--- src/core/fcs_dummy_unused.sv ---
`timescale 1ns/1ps
// (none)

--- src/core/fcs_pkg.sv ---
// Package of field layouts, codes and timing counts for the frame header framer
package fcs_pkg;
   // ==========================================================
   // Clock and frame timing
   localparam int CLK_HZ = 10_000_000;
   localparam int RATE48_HZ = 48_000;
   localparam int RATE44_DHZ = 441_000; // 44.1 kHz in tenths of Hz
   localparam logic [7:0] PERIOD48 = 8'(CLK_HZ / RATE48_HZ);
   localparam logic [7:0] PERIOD44 = 8'((CLK_HZ * 10) / RATE44_DHZ);

   // ==========================================================
   // Header octet positions; octets 30 to 33 make up word 0
   localparam int OCT_VER_CP = 30;
   localparam int OCT_RATE_BW = 31;
   localparam int OCT_TC = 32;
   localparam int OCT_CABLE = 33;
   localparam int OCT_COUNT = 34;
   localparam int OCT_MAP = 38;
   localparam int OCT_SLOT0 = 42;
   localparam int OCT_SLOT_LAST = 166;
   localparam int NUM_SLOTS = 32;

   // ==========================================================
   // Field positions within header word 0 (octet 30 in bits 31:24)
   localparam int VER_LSB = 24;
   localparam int FMT_LSB = 28;
   localparam int CP_BIT = 31;
   localparam int RATE_LSB = 16;
   localparam int BW_LSB = 20;
   localparam int TCRATE_LSB = 10;
   localparam int TCTYPE_LSB = 13;
   localparam int CABLE_LSB = 0;

   // ==========================================================
   // Codes and limits
   localparam logic [3:0] FRAME_VERSION = 4'h3;
   localparam logic [3:0] RATE_48K = 4'h0;
   localparam logic [3:0] RATE_44K1 = 4'h1;
   localparam logic [3:0] BW_MAX = 4'h5;
   localparam logic [2:0] TCTYPE_COUNT = 3'h0;
   localparam logic [2:0] TCTYPE_MAX = 3'h2;
   localparam logic [2:0] TCRATE_MAX = 3'h4;
   localparam int FIFO_DEPTH = 4;
   localparam int SLOT_IDX_W = 5;
   localparam int FIFO_W = SLOT_IDX_W + 32;

   // Transmit sequencer states
   typedef enum logic [2:0]
   {
      FCS_IDLE = 3'b000,
      FCS_HDR = 3'b001,
      FCS_CNT = 3'b010,
      FCS_MAP = 3'b011,
      FCS_SLOT = 3'b100
   } fcs_tx_state_t;
endpackage : fcs_pkg

--- src/core/fcs_framer.sv ---
// Frame configuration header and media slot framer on transmit; header, count and bitmap only on receive
`timescale 1ns/1ps
module fcs_framer (
   // Clock and reset
   input wire logic clk_sys,
   input wire logic resetn,
   // Local configuration
   input wire logic network_timing_master,
   input wire logic [3:0] cfg_base_rate,
   input wire logic [3:0] cfg_bandwidth,
   input wire logic [1:0] cfg_slot_format,
   input wire logic [2:0] cfg_tc_type,
   input wire logic [2:0] cfg_tc_rate,
   input wire logic [3:0] cfg_cable,
   input wire logic cfg_copy_protect,
   input wire logic [31:0] cfg_timecode,
   input wire logic bw_override_en,
   input wire logic [5:0] bw_override,
   // Slot samples in: index and data
   input wire logic slot_in_valid,
   input wire logic [4:0] slot_in_index,
   input wire logic [31:0] slot_in_data,
   output logic slot_in_ready,
   // Transmit word stream towards IN-port neighbours
   output logic tx_valid,
   output logic [31:0] tx_word,
   output logic tx_sof,
   output logic tx_eof,
   input wire logic tx_ready,
   // Receive word stream from the OUT-port neighbour
   input wire logic rx_valid,
   input wire logic rx_sof,
   input wire logic [31:0] rx_word,
   // Received configuration and status
   output logic [3:0] rx_base_rate,
   output logic [3:0] rx_bandwidth,
   output logic [2:0] rx_tc_type,
   output logic [2:0] rx_tc_rate,
   output logic [3:0] rx_cable,
   output logic [31:0] rx_count,
   output logic [31:0] rx_slot_map,
   output logic rx_version_bad,
   output logic rx_unsupported,
   output logic retransmit_allow,
   output logic [5:0] slots_per_channel,
   output logic [31:0] tx_frame_count
);
   // ==========================================================
   // Reset release through two flip-flops
   logic rst_meta;
   logic rst_n;

   always_ff @(posedge clk_sys or negedge resetn)
   begin
      if (!resetn)
      begin
         rst_meta <= 1'b0;
         rst_n <= 1'b0;
      end
      else
      begin
         rst_meta <= 1'b1;
         rst_n <= rst_meta;
      end
   end

   // ==========================================================
   // Slot sample FIFO; the slot store drains it only between frames
   logic fifo_valid;
   logic [fcs_pkg::FIFO_W-1:0] fifo_data;
   logic fifo_ready;

   fcs_fifo #(
      .WIDTH(fcs_pkg::FIFO_W),
      .DEPTH(fcs_pkg::FIFO_DEPTH)
   ) u_fifo (
      .clk_sys(clk_sys),
      .rst_n(rst_n),
      .in_valid(slot_in_valid),
      .in_data({slot_in_index, slot_in_data}),
      .in_ready(slot_in_ready),
      .out_valid(fifo_valid),
      .out_data(fifo_data),
      .out_ready(fifo_ready)
   );

   // ==========================================================
   // Effective base rate: own when master, forwarded otherwise
   logic [3:0] tx_base_rate;
   logic [7:0] period;
   logic [7:0] div_cnt;
   logic frame_tick;
   logic rx_hdr_ok;

   assign tx_base_rate = network_timing_master ? cfg_base_rate : rx_base_rate;
   assign period = (tx_base_rate == fcs_pkg::RATE_44K1) ? fcs_pkg::PERIOD44
                                                        : fcs_pkg::PERIOD48;

   // Frame-rate divider; a slave realigns to each received header with the right version
   always_ff @(posedge clk_sys or negedge rst_n)
   begin
      if (!rst_n)
      begin
         div_cnt <= '0;
         frame_tick <= 1'b0;
      end
      else
      begin
         frame_tick <= 1'b0;
         if (!network_timing_master && rx_hdr_ok)
            div_cnt <= 8'h01;
         else if (div_cnt >= period - 8'h01)
         begin
            div_cnt <= '0;
            frame_tick <= 1'b1;
         end
         else
            div_cnt <= div_cnt + 8'h01;
      end
   end

   // ==========================================================
   // Slot store: 32 words plus a valid bit per slot
   logic [31:0] slot_mem [fcs_pkg::NUM_SLOTS];
   logic [31:0] slot_valid;
   logic [31:0] map_snap;
   logic [4:0] slot_idx;
   fcs_pkg::fcs_tx_state_t state;
   logic advance;
   logic fifo_take;

   assign fifo_ready = (state == fcs_pkg::FCS_IDLE) && !frame_tick;
   assign fifo_take = fifo_valid && fifo_ready;

   // Slot data storage
   always_ff @(posedge clk_sys)
   begin
      if (fifo_take)
         slot_mem[fifo_data[36:32]] <= fifo_data[31:0];
   end

   // Valid bits set on store, cleared when the snapshot takes them at frame start; the snapshot freezes them
   always_ff @(posedge clk_sys or negedge rst_n)
   begin
      if (!rst_n)
      begin
         slot_valid <= '0;
         map_snap <= '0;
      end
      else if (frame_tick && state == fcs_pkg::FCS_IDLE && advance) // A dropped tick keeps the bits
      begin
         map_snap <= slot_valid;
         slot_valid <= '0;
      end
      else if (fifo_take)
         slot_valid[fifo_data[36:32]] <= 1'b1;
   end

   // ==========================================================
   // Transmit sequencer: header, count, bitmap, then 32 slots
   logic [31:0] hdr_word;
   logic [31:0] next_word;
   logic tc_is_count;

   assign advance = !tx_valid || tx_ready;
   assign tc_is_count = (cfg_tc_type == fcs_pkg::TCTYPE_COUNT);

   // Header word; octet 30 leads in bits 31:24, reserved bits held zero
   always_comb
   begin
      hdr_word = '0;
      hdr_word[fcs_pkg::VER_LSB +: 4] = fcs_pkg::FRAME_VERSION;
      hdr_word[fcs_pkg::FMT_LSB +: 2] = cfg_slot_format;
      hdr_word[fcs_pkg::CP_BIT] = cfg_copy_protect;
      hdr_word[fcs_pkg::RATE_LSB +: 4] = tx_base_rate;
      hdr_word[fcs_pkg::BW_LSB +: 4] = cfg_bandwidth;
      hdr_word[fcs_pkg::TCTYPE_LSB +: 3] = cfg_tc_type;
      hdr_word[fcs_pkg::TCRATE_LSB +: 3] = cfg_tc_rate;
      hdr_word[fcs_pkg::CABLE_LSB +: 4] = cfg_cable;
   end

   // Word chosen for the next beat of the current state
   always_comb
   begin
      unique case (state)
         fcs_pkg::FCS_IDLE: next_word = hdr_word;
         fcs_pkg::FCS_HDR: next_word = tc_is_count ? tx_frame_count : cfg_timecode;
         fcs_pkg::FCS_CNT: next_word = map_snap;
         fcs_pkg::FCS_MAP,
         fcs_pkg::FCS_SLOT: next_word = map_snap[slot_idx] ? slot_mem[slot_idx] : '0;
         default: next_word = '0;
      endcase
   end

   // State and output beat; a stalled link simply holds the beat
   always_ff @(posedge clk_sys or negedge rst_n)
   begin
      if (!rst_n)
      begin
         state <= fcs_pkg::FCS_IDLE;
         slot_idx <= '0;
         tx_valid <= 1'b0;
         tx_word <= '0;
         tx_sof <= 1'b0;
         tx_eof <= 1'b0;
      end
      else if (advance)
      begin
         tx_valid <= 1'b0;
         tx_sof <= 1'b0;
         tx_eof <= 1'b0;
         unique case (state)
            fcs_pkg::FCS_IDLE:
            begin
               if (frame_tick)
               begin
                  tx_valid <= 1'b1;
                  tx_sof <= 1'b1;
                  tx_word <= next_word;
                  state <= fcs_pkg::FCS_HDR;
               end
            end
            fcs_pkg::FCS_HDR:
            begin
               tx_valid <= 1'b1;
               tx_word <= next_word;
               state <= fcs_pkg::FCS_CNT;
            end
            fcs_pkg::FCS_CNT:
            begin
               tx_valid <= 1'b1;
               tx_word <= next_word;
               slot_idx <= '0;
               state <= fcs_pkg::FCS_MAP;
            end
            fcs_pkg::FCS_MAP,
            fcs_pkg::FCS_SLOT:
            begin
               tx_valid <= 1'b1;
               tx_word <= next_word;
               slot_idx <= slot_idx + 5'h01;
               state <= fcs_pkg::FCS_SLOT;
               if (slot_idx == 5'h1f)
               begin
                  tx_eof <= 1'b1;
                  state <= fcs_pkg::FCS_IDLE;
               end
            end
            default: state <= fcs_pkg::FCS_IDLE;
         endcase
      end
   end

   // Frame counter: one step per header sent, wrapping naturally
   always_ff @(posedge clk_sys or negedge rst_n)
   begin
      if (!rst_n)
         tx_frame_count <= '0;
      else if (advance && state == fcs_pkg::FCS_HDR)
         tx_frame_count <= tx_frame_count + 32'h1;
   end

   // ==========================================================
   // Receive parser: header checks, then count and bitmap words
   logic [1:0] rx_pos;
   logic ver_ok;
   logic code_bad;
   logic [3:0] f_rate;
   logic [3:0] f_bw;
   logic [2:0] f_type;
   logic [2:0] f_tcr;

   assign f_rate = rx_word[fcs_pkg::RATE_LSB +: 4];
   assign f_bw = rx_word[fcs_pkg::BW_LSB +: 4];
   assign f_type = rx_word[fcs_pkg::TCTYPE_LSB +: 3];
   assign f_tcr = rx_word[fcs_pkg::TCRATE_LSB +: 3];
   assign ver_ok = (rx_word[fcs_pkg::VER_LSB +: 4] == fcs_pkg::FRAME_VERSION);
   assign rx_hdr_ok = rx_valid && rx_sof && ver_ok;
   // Reserved codes in any of the four coded fields
   assign code_bad = (f_rate > fcs_pkg::RATE_44K1) || (f_bw > fcs_pkg::BW_MAX)
                     || (f_type > fcs_pkg::TCTYPE_MAX) || (f_tcr > fcs_pkg::TCRATE_MAX);

   // Header capture; reserved bits are never looked at
   always_ff @(posedge clk_sys or negedge rst_n)
   begin
      if (!rst_n)
      begin
         rx_base_rate <= fcs_pkg::RATE_48K;
         rx_bandwidth <= '0;
         rx_tc_type <= '0;
         rx_tc_rate <= '0;
         rx_cable <= '0;
         rx_version_bad <= 1'b0;
         rx_unsupported <= 1'b0;
         retransmit_allow <= 1'b1;
      end
      else if (rx_valid && rx_sof)
      begin
         rx_version_bad <= !ver_ok;
         if (ver_ok)
         begin
            retransmit_allow <= !rx_word[fcs_pkg::CP_BIT];
            rx_cable <= rx_word[fcs_pkg::CABLE_LSB +: 4];
            rx_unsupported <= code_bad;
            if (!code_bad)
            begin
               rx_base_rate <= f_rate;
               rx_bandwidth <= f_bw;
               rx_tc_type <= f_type;
               rx_tc_rate <= f_tcr;
            end
         end
      end
   end

   // Count and bitmap words follow the header
   always_ff @(posedge clk_sys or negedge rst_n)
   begin
      if (!rst_n)
      begin
         rx_pos <= '0;
         rx_count <= '0;
         rx_slot_map <= '0;
      end
      else if (rx_valid)
      begin
         if (rx_sof)
            rx_pos <= ver_ok ? 2'h1 : 2'h0;
         else if (rx_pos == 2'h1)
         begin
            rx_count <= rx_word;
            rx_pos <= 2'h2;
         end
         else if (rx_pos == 2'h2)
         begin
            rx_slot_map <= rx_word;
            rx_pos <= 2'h0;
         end
      end
   end

   // Slots per channel: software override beats the received default
   always_ff @(posedge clk_sys or negedge rst_n)
   begin
      if (!rst_n)
         slots_per_channel <= 6'h01;
      else if (bw_override_en)
         slots_per_channel <= bw_override;
      else
         slots_per_channel <= 6'h01 << rx_bandwidth[2:0];
   end

   // ==========================================================
   // Checks
   hdr_version_a: assert property (@(posedge clk_sys) disable iff (!rst_n)
      tx_valid && tx_sof |-> tx_word[27:24] == 4'h3 && tx_word[30] == 1'b0)
      else $error("header version wrong or reserved bit set");
   hdr_rate_a: assert property (@(posedge clk_sys) disable iff (!rst_n)
      $rose(tx_valid && tx_sof) && !$past(network_timing_master)
      |-> tx_word[19:16] == $past(rx_base_rate))
      else $error("slave did not forward received base rate");
   count_step_a: assert property (@(posedge clk_sys) disable iff (!rst_n)
      $changed(tx_frame_count) |-> tx_frame_count == $past(tx_frame_count) + 32'h1)
      else $error("frame counter stepped by other than one");
   count_word_a: assert property (@(posedge clk_sys) disable iff (!rst_n)
      tx_valid && tx_sof && tx_ready && tc_is_count |=> tx_valid && !tx_sof
      && tx_word == $past(tx_frame_count))
      else $error("count word not the pre-step frame count");
   frame_len_a: assert property (@(posedge clk_sys) disable iff (!rst_n)
      tx_valid && tx_sof && tx_ready ##1 tx_ready [*8] |-> !tx_eof)
      else $error("frame ended too early");
   cp_block_a: assert property (@(posedge clk_sys) disable iff (!rst_n)
      rx_valid && rx_sof && ver_ok && rx_word[31] |=> !retransmit_allow)
      else $error("copy-protected frame left retransmission open");
   keep_cfg_a: assert property (@(posedge clk_sys) disable iff (!rst_n)
      rx_valid && rx_sof && ver_ok && code_bad |=> $stable(rx_base_rate)
      && $stable(rx_bandwidth) && rx_unsupported)
      else $error("reserved code altered configuration");
   bw_decode_a: assert property (@(posedge clk_sys) disable iff (!rst_n)
      !bw_override_en && rx_bandwidth == 4'h5 |=> slots_per_channel == 6'h20)
      else $error("bandwidth code 5 not 32 slots");
   period_a: assert property (@(posedge clk_sys) disable iff (!rst_n)
      frame_tick |=> !frame_tick [*8])
      else $error("frame ticks too close together");
endmodule : fcs_framer

--- src/core/fcs_fifo.sv ---
// Small flip-flop FIFO with valid/ready on both sides
`timescale 1ns/1ps
module fcs_fifo #(
   parameter int WIDTH = 37,
   parameter int DEPTH = 4
) (
   // Clock and reset
   input wire logic clk_sys,
   input wire logic rst_n,
   // Fill side
   input wire logic in_valid,
   input wire logic [WIDTH-1:0] in_data,
   output logic in_ready,
   // Drain side
   output logic out_valid,
   output logic [WIDTH-1:0] out_data,
   input wire logic out_ready
);
   localparam int AW = $clog2(DEPTH);
   logic [WIDTH-1:0] mem [DEPTH];
   logic [AW-1:0] wr_ptr;
   logic [AW-1:0] rd_ptr;
   logic [AW:0] count;
   logic do_wr;
   logic do_rd;

   // ==========================================================
   // Handshakes; full and empty come straight from the fill count
   assign in_ready = (count != (AW+1)'(DEPTH));
   assign out_valid = (count != '0);
   assign out_data = mem[rd_ptr];
   assign do_wr = in_valid && in_ready;
   assign do_rd = out_valid && out_ready;

   // Storage, written only on an accepted push
   always_ff @(posedge clk_sys)
   begin
      if (do_wr)
         mem[wr_ptr] <= in_data;
   end

   // Pointers and fill count
   always_ff @(posedge clk_sys or negedge rst_n)
   begin
      if (!rst_n)
      begin
         wr_ptr <= '0;
         rd_ptr <= '0;
         count <= '0;
      end
      else
      begin
         if (do_wr)
            wr_ptr <= (wr_ptr == AW'(DEPTH - 1)) ? '0 : wr_ptr + 1'b1;
         if (do_rd)
            rd_ptr <= (rd_ptr == AW'(DEPTH - 1)) ? '0 : rd_ptr + 1'b1;
         if (do_wr && !do_rd)
            count <= count + 1'b1;
         else if (do_rd && !do_wr)
            count <= count - 1'b1;
      end
   end
endmodule : fcs_fifo

--- config.mk ---
export PLATFORM = sky130hd
export DESIGN_NAME = fcs_framer
export DESIGN_NICKNAME = d
export VERILOG_FILES = /design/src/core/fcs_dummy_unused.sv /design/src/core/fcs_pkg.sv /design/src/core/fcs_framer.sv /design/src/core/fcs_fifo.sv
export SDC_FILE = /design/constraint.sdc
export NUM_CORES = 2
export LEC_CHECK = 0
export ABC_AREA = 1
export BUFFER_PORTS_ARGS = -buffer_cell sky130_fd_sc_hd__buf_2
export CORE_UTILIZATION = 40
export CTS_CLUSTER_DIAMETER = 80
export DETAILED_ROUTE_END_ITERATION = 8
export MAX_ROUTING_LAYER = met4
export PLACE_DENSITY_LB_ADDON = 0.05
export RECOVER_POWER = 50
export SLEW_MARGIN = 20
export SYNTH_ARGS = -nofsm -noshare
export SYNTH_HDL_FRONTEND = slang
export SYNTH_SLANG_ARGS = --single-unit
export TNS_END_PERCENT = 5
--- constraint.sdc ---
create_clock -name clk_sys -period 12.5 [get_ports clk_sys]
set_clock_uncertainty 0.15 [all_clocks]
set_input_delay 2.5 -clock clk_sys [delete_from_list [all_inputs] [get_ports clk_sys]]
set_output_delay 2.5 -clock clk_sys [all_outputs]
set_load 0.03 [all_outputs]
After elaboration in Yosys (flattened, before gate mapping)
Memory sizes are Yosys's and may differ from the RTL's.
Index checks and enable logic that the tools add are counted.
W data, S select, Z words.

operators by class
  add/subtract/negate cells = 8
  magnitude comparators = 8
  eq/ne operators = 13
  shift operators = 1
  mux-type cells = 39
  bitwise logic cells = 4
  reduce and logical (&&, ||, !) cells = 41

operator list
  operator                 count
  $mux W32                 5
  $pmux W32 S3             1
  $pmux W32 S2             1
  $add A32 B1 Y32 const B  1
  $or A32 B32 Y32          1
  $mux W8                  2
  $mux W1                  13
  $logic_and A1 B1 Y1      12
  $lt A5 B6 Y1 const B     2
  $mux W3                  4
  $mux W6                  2
  $pmux W3 S4              1
  $mux W2                  5
  $pmux W5 S2              1
  $reduce_and A3 Y1        3
  $add A8 B1 Y8 const B    1
  $ge A8 B8 Y1             1
  $reduce_and A2 Y1        4
  $reduce_bool A2 Y1       4
  $sub A7 B2 Y8 const B    1
  $logic_not A1 Y1         7
  $eq A2 B2 Y1 const B     3
  $eq A3 B2 Y1 const B     2
  $logic_not A3 Y1         2
  28 further kinds         35

word-level totals
  register bits after elaboration = 250
  bits in writable memories = 1172
  input port bits = 136
  output and inout port bits = 159
  word-level logic and storage cells = 144
  memories = 2

memories
  name        depth  bits a word  rd ports  clocked after Yosys merged registers in  wr ports  line               source
  slot_mem    32     32           1         0                                        1         fcs_framer.sv:124  logic [31:0] slot_mem [fcs_pkg::NUM_SLOTS];
  u_fifo.mem  4      37           1         0                                        1         fcs_fifo.sv:20     logic [WIDTH-1:0] mem [DEPTH];

Longest topological paths before layout
An unclocked memory read counts as a cell.

  word-level depth = 8
  depth in mapped cells = 16
  depth with buffers taken out = 13

By module
A second synthesis with hierarchy kept.

second synthesis, totals
  cell total of the unflattened synthesis = 5992
  area, all modules = 60992.2 µm²

modules (own cells, without submodules)
  module      instances  cells each  area each (µm²)  seq. area each (µm²)
  fcs_framer  1          5502        54609.9          36832.8
  fcs_fifo    1          490         6382.4           4619.4

Worst setup path after synthesis
Ideal clock, no wire load.

  path type = input-to-reg
  from = input port slot_in_valid
  to = memory u_fifo.mem[0][0], enable pin
  setup time = 0.431 ns
  arrival = 4.191 ns
  required time = 11.919 ns
  setup slack = 7.728 ns
  stages = 2
  path buffers = 0
  path through = nand2_1 > nor2_1

between the ends
  longest elaborated chain between the ends = 3

ends and longest elaborated chain
  element                        line              source
  from (decl)                    fcs_framer.sv:20  input wire logic slot_in_valid,
  $logic_and A1 B1 Y1            fcs_fifo.sv:32    assign do_wr = in_valid && in_ready;
  $mux W1                        fcs_fifo.sv:38    if (do_wr)
  $mux W1 (implied by the code)  fcs_fifo.sv:39    mem[wr_ptr] <= in_data;
  to (decl)                      fcs_fifo.sv:20

Every way passes these cells.

Final worst setup path
  from = register u_fifo.rd_ptr[0]
  to = memory slot_mem[18][28] (data pin)

between the ends
  longest elaborated chain between the ends = 1

ends and longest elaborated chain
  element                 line               source
  from (decl)             fcs_fifo.sv:22     logic [AW-1:0] rd_ptr;
  from (signal assigned)  fcs_fifo.sv:56     rd_ptr <= (rd_ptr == AW'(DEPTH - 1)) ? '0 : rd_ptr + 1'b1;
  $mem_v2 Z4 W37          --
  via fifo_data, one bit  fcs_framer.sv:70   logic [fcs_pkg::FIFO_W-1:0] fifo_data;
  to (decl)               fcs_framer.sv:124

The timed path passes the listed nets, and every way through them passes these cells.

==> metrics <==
wire per inst=between 20 and 25 um; Internal=around 11 mW; leakage=approximately 29 nW; worst skew pair latency=between 700 and 800 ps; combinational share of power=roughly a third; Root Driver=clkbuf_16; crit end category=flip-flop; H-tree level count=4; syn_nets=5848; Critical Path Source=u_fifo.rd_ptr[0]; mapped cell area=approximately 60000 um^2; fmax=~130 MHz; vias in the first global route=just under 40000; CP cell instances=clkbuf_1 -> inv_1 -> clkbuf_1 -> o21ai_0 -> o22ai_1; register share of total power=between 30% and 40%; Tot Pwr=17.5 mW; post-synthesis mux area share=0%; Top-Level Pins=between 200 and 300; slowest CP cell=o22ai_1; Yosys reg bits=roughly 1400; HP Start=rst_meta; largest family of logic cells by synthesized area=simple AND/OR/NAND/NOR gates; IO Port Bufs=a little under 300; hold buffer count at cts=0; maximum vdd drop=~0.22 mV; Post-CTS Setup Inserts=0; most frequent cells in the layout=nand2_1, edfxtp_1, nand3_1; most frequently used flop master after synthesis=edfxtp_1; R2R depth=5; RePlAce Congestion=about 0.9; area after detailed placement=about 64000 um^2; CTS buffer count=between 150 and 200; first-pass GRT wire length=272 mm; clock share of power=roughly a quarter; status=finished, violations left; CTS tree=done; Total Routed Length=roughly 190 mm; Routed Antenna Nets=0; FF+latch area=approximately 41000 um^2; Mapped Cells=about 5700; r2r setup slk=between 4000 and 5000 ps; startpoint types=flip-flop; most used cell, CP=clkbuf_1; antenna violations before repair=13; # setup viols final=0; post_cts resized=0; Critical Path Sink=slot_mem[18][28]; Global Route Usage Sum=between 20% and 30%; worst flop-to-flop path startpoint=u_fifo.rd_ptr[0]; Die Y-Extent=roughly 390 um; Area Growth Syn to Fin=14.2%; final hold vios=0; Core Util, Final=roughly 46%; largest net degree at the start of global routing=187; family with the most delay on the worst path=buffers and inverters; Pwr Density=roughly 250 nW/um^2; CTS max path bufs=3; drt initial violations=between 3000 and 4000; sequential-to-total area share from yosys stat=between 60% and 70%; Mean Syn Cell Area=10.5 um^2; post-route setup slack=approximately 4600 ps; Post-synth ARST share=between 10% and 20%; Vias=~41000; Core Rows=between 100 and 150; Synth cell types=51; DP Worst Slack=7570 ps; post-layout instance area=about 69000 um^2; CP Max Fanout=77; share of cells above drive strength 1=between 10 and 15%; Non-Filler Instances=around 8100; max-cap violations=30; Post-Synth XOR/XNOR Area=0.540%; nets=6104; DIE WIDTH=about 390 um; CP Buf/Inv Count=3; RSZ-0062 raised after global routing=false; GR Overflow Total=0; Synth Area in Adders=less than 1%; drt pass-1 iters=6; violated checks=max-capacitance violations, max-slew violations; multi-input gate area in the final layout=roughly 15000 um^2; die area=around 150000 um^2; Crit. path cell count=5; worst hold path stage count=0; Post-synth EDFFs=about 1200; Fin Setup TNS=0 ps; worst reg2reg path endpoint=slot_mem[18][28]; Crit Path Class=flip-flop to flip-flop; dpl hpwl=102 mm; slew margin rel.=-117%; critical path's largest stage delay=approximately 2400 ps; drt drc=0; Fillers=14000; crit share post-route=between 60% and 70%; Cells after DPL=~8000; Clock Pin Slew Worst Setup and Hold Paths=roughly 60 ps; crit path time final=7870 ps; Critical Path RT=around 12000 ps; Starting Density=between 40% and 50%; Sw Pwr=slightly below 7 mW; most common cell after layout, fill and taps aside=nand2_1; Worst Path Arrival=7840 ps; vias per inst=5.07; Core Footprint=between 100000 and 150000 um^2; pins over their slew limit=approximately 1100; Final Hold Slack=between 150 and 200 ps; Worst-Margin Slew=approximately 3300 ps; post-synthesis simple-gate area fraction=about a fifth; synth warn=0; Synth Area in Compound Gates=between 4 and 5%; # clock sinks=between 1000 and 1500; switching share of total power=39.8%; HP Class=flip-flop to flip-flop
-- worst min path at each step --
stage            end  slack [ps]
2_1_floorplan  rst_n         180
3_3_place_gp   rst_n         190
3_5_place_dp   rst_n         190
4_1_cts        rst_n         200
5_1_grt        rst_n         210
6_report       rst_n         200
-- routing by layer --
metal | GRT usage (%) | wire length (um) | vias to the layer above
li1 | - | - | 19500
met1 | 33.8 | 82800 | 20200
met2 | 40.4 | 89500 | 1067
met3 | 3.70 | 10000 | 254
met4 | 7.47 | 5180 | 0
met5 | - | 0 | -
-- cell usage after synthesis (7+ instances only) --
cell         n  area, um^2
nor2_2      12        75.1
nor2_1     267        1000
dfrtp_1    248        6210
clkbuf_1   115         432
xor2_1      31         272
buf_4       13        97.6
nor3_1      16        80.1
o21ai_0    292        1460
a211oi_1    21         158
nand3_1    644        3220
inv_2       26        97.6
o22ai_1     34         213
ha_1        12         150
o21ai_1      9        45.0
buf_1       32         120
o211ai_1    60         450
buf_2      141         706
nand4_1      7        43.8
edfxtp_1  1172       35200
inv_1      589        2210
a21oi_1     71         355
nand2_1   1830        6870
-- power by group through the flow --
| stage | combinational [mW] | sequential [mW] | clock (mW) |
|---|---|---|---|
| 2_1_floorplan | 3.44 | 7.00 | 0 |
| 3_3_place_gp | 6.23 | 6.80 | 0 |
| 4_1_cts | 6.26 | 6.71 | 4.65 |
| 5_1_grt | 6.73 | 6.82 | 4.83 |
| 3_5_place_dp | 6.25 | 6.80 | 0 |
| 6_report | 6.14 | 6.77 | 4.56 |
-- worst reg2reg max path, stage by stage (launching register included) --
cell	delay, ps
dfrtp_2	380
clkbuf_1	1180
inv_1	870
clkbuf_1	1950
o21ai_0	250
o22ai_1	2380
-- sequential cells by signal, indices dropped and copies added (netlist names), 3 cells and up --
| register | cells |
|---|---|
| rx_base_rate | 4 |
| slot_mem | 1024 |
| tx_frame_count | 32 |
| div_cnt | 8 |
| rx_tc_type | 3 |
| slot_valid | 32 |
| rx_cable | 4 |
| slot_idx | 5 |
| u_fifo.count | 3 |
| rx_count | 32 |
| map_snap | 32 |
| slots_per_channel | 6 |
| tx_word | 32 |
| state | 3 |
| u_fifo.mem | 148 |
| rx_slot_map | 32 |
| rx_bandwidth | 4 |
| rx_tc_rate | 3 |
-- cells by family after synthesis --
family	count (synthesis)
AO/OA/AOI/OAI	500
adder cells (fa/ha/maj)	13
flip-flops	1422
buffers and inverters	921
AND/OR/NAND/NOR	2805
other	1
XOR/XNOR	37
-- layout make-up --
| type | count | share of cell area [%] |
|---|---|---|
| flip-flops and latches | 1422 | 60.5 |
| multi-input cells | 3356 | 22.0 |
| clock buffers | 204 | 6.32 |
| well taps | 2002 | 3.65 |
| inverters | 618 | 3.42 |
| repair buffers | 398 | 3.07 |
| clock inverters | 79 | 0.994 |
| diodes | 7 | 0.0255 |
(Power assumes the default switching activity.)
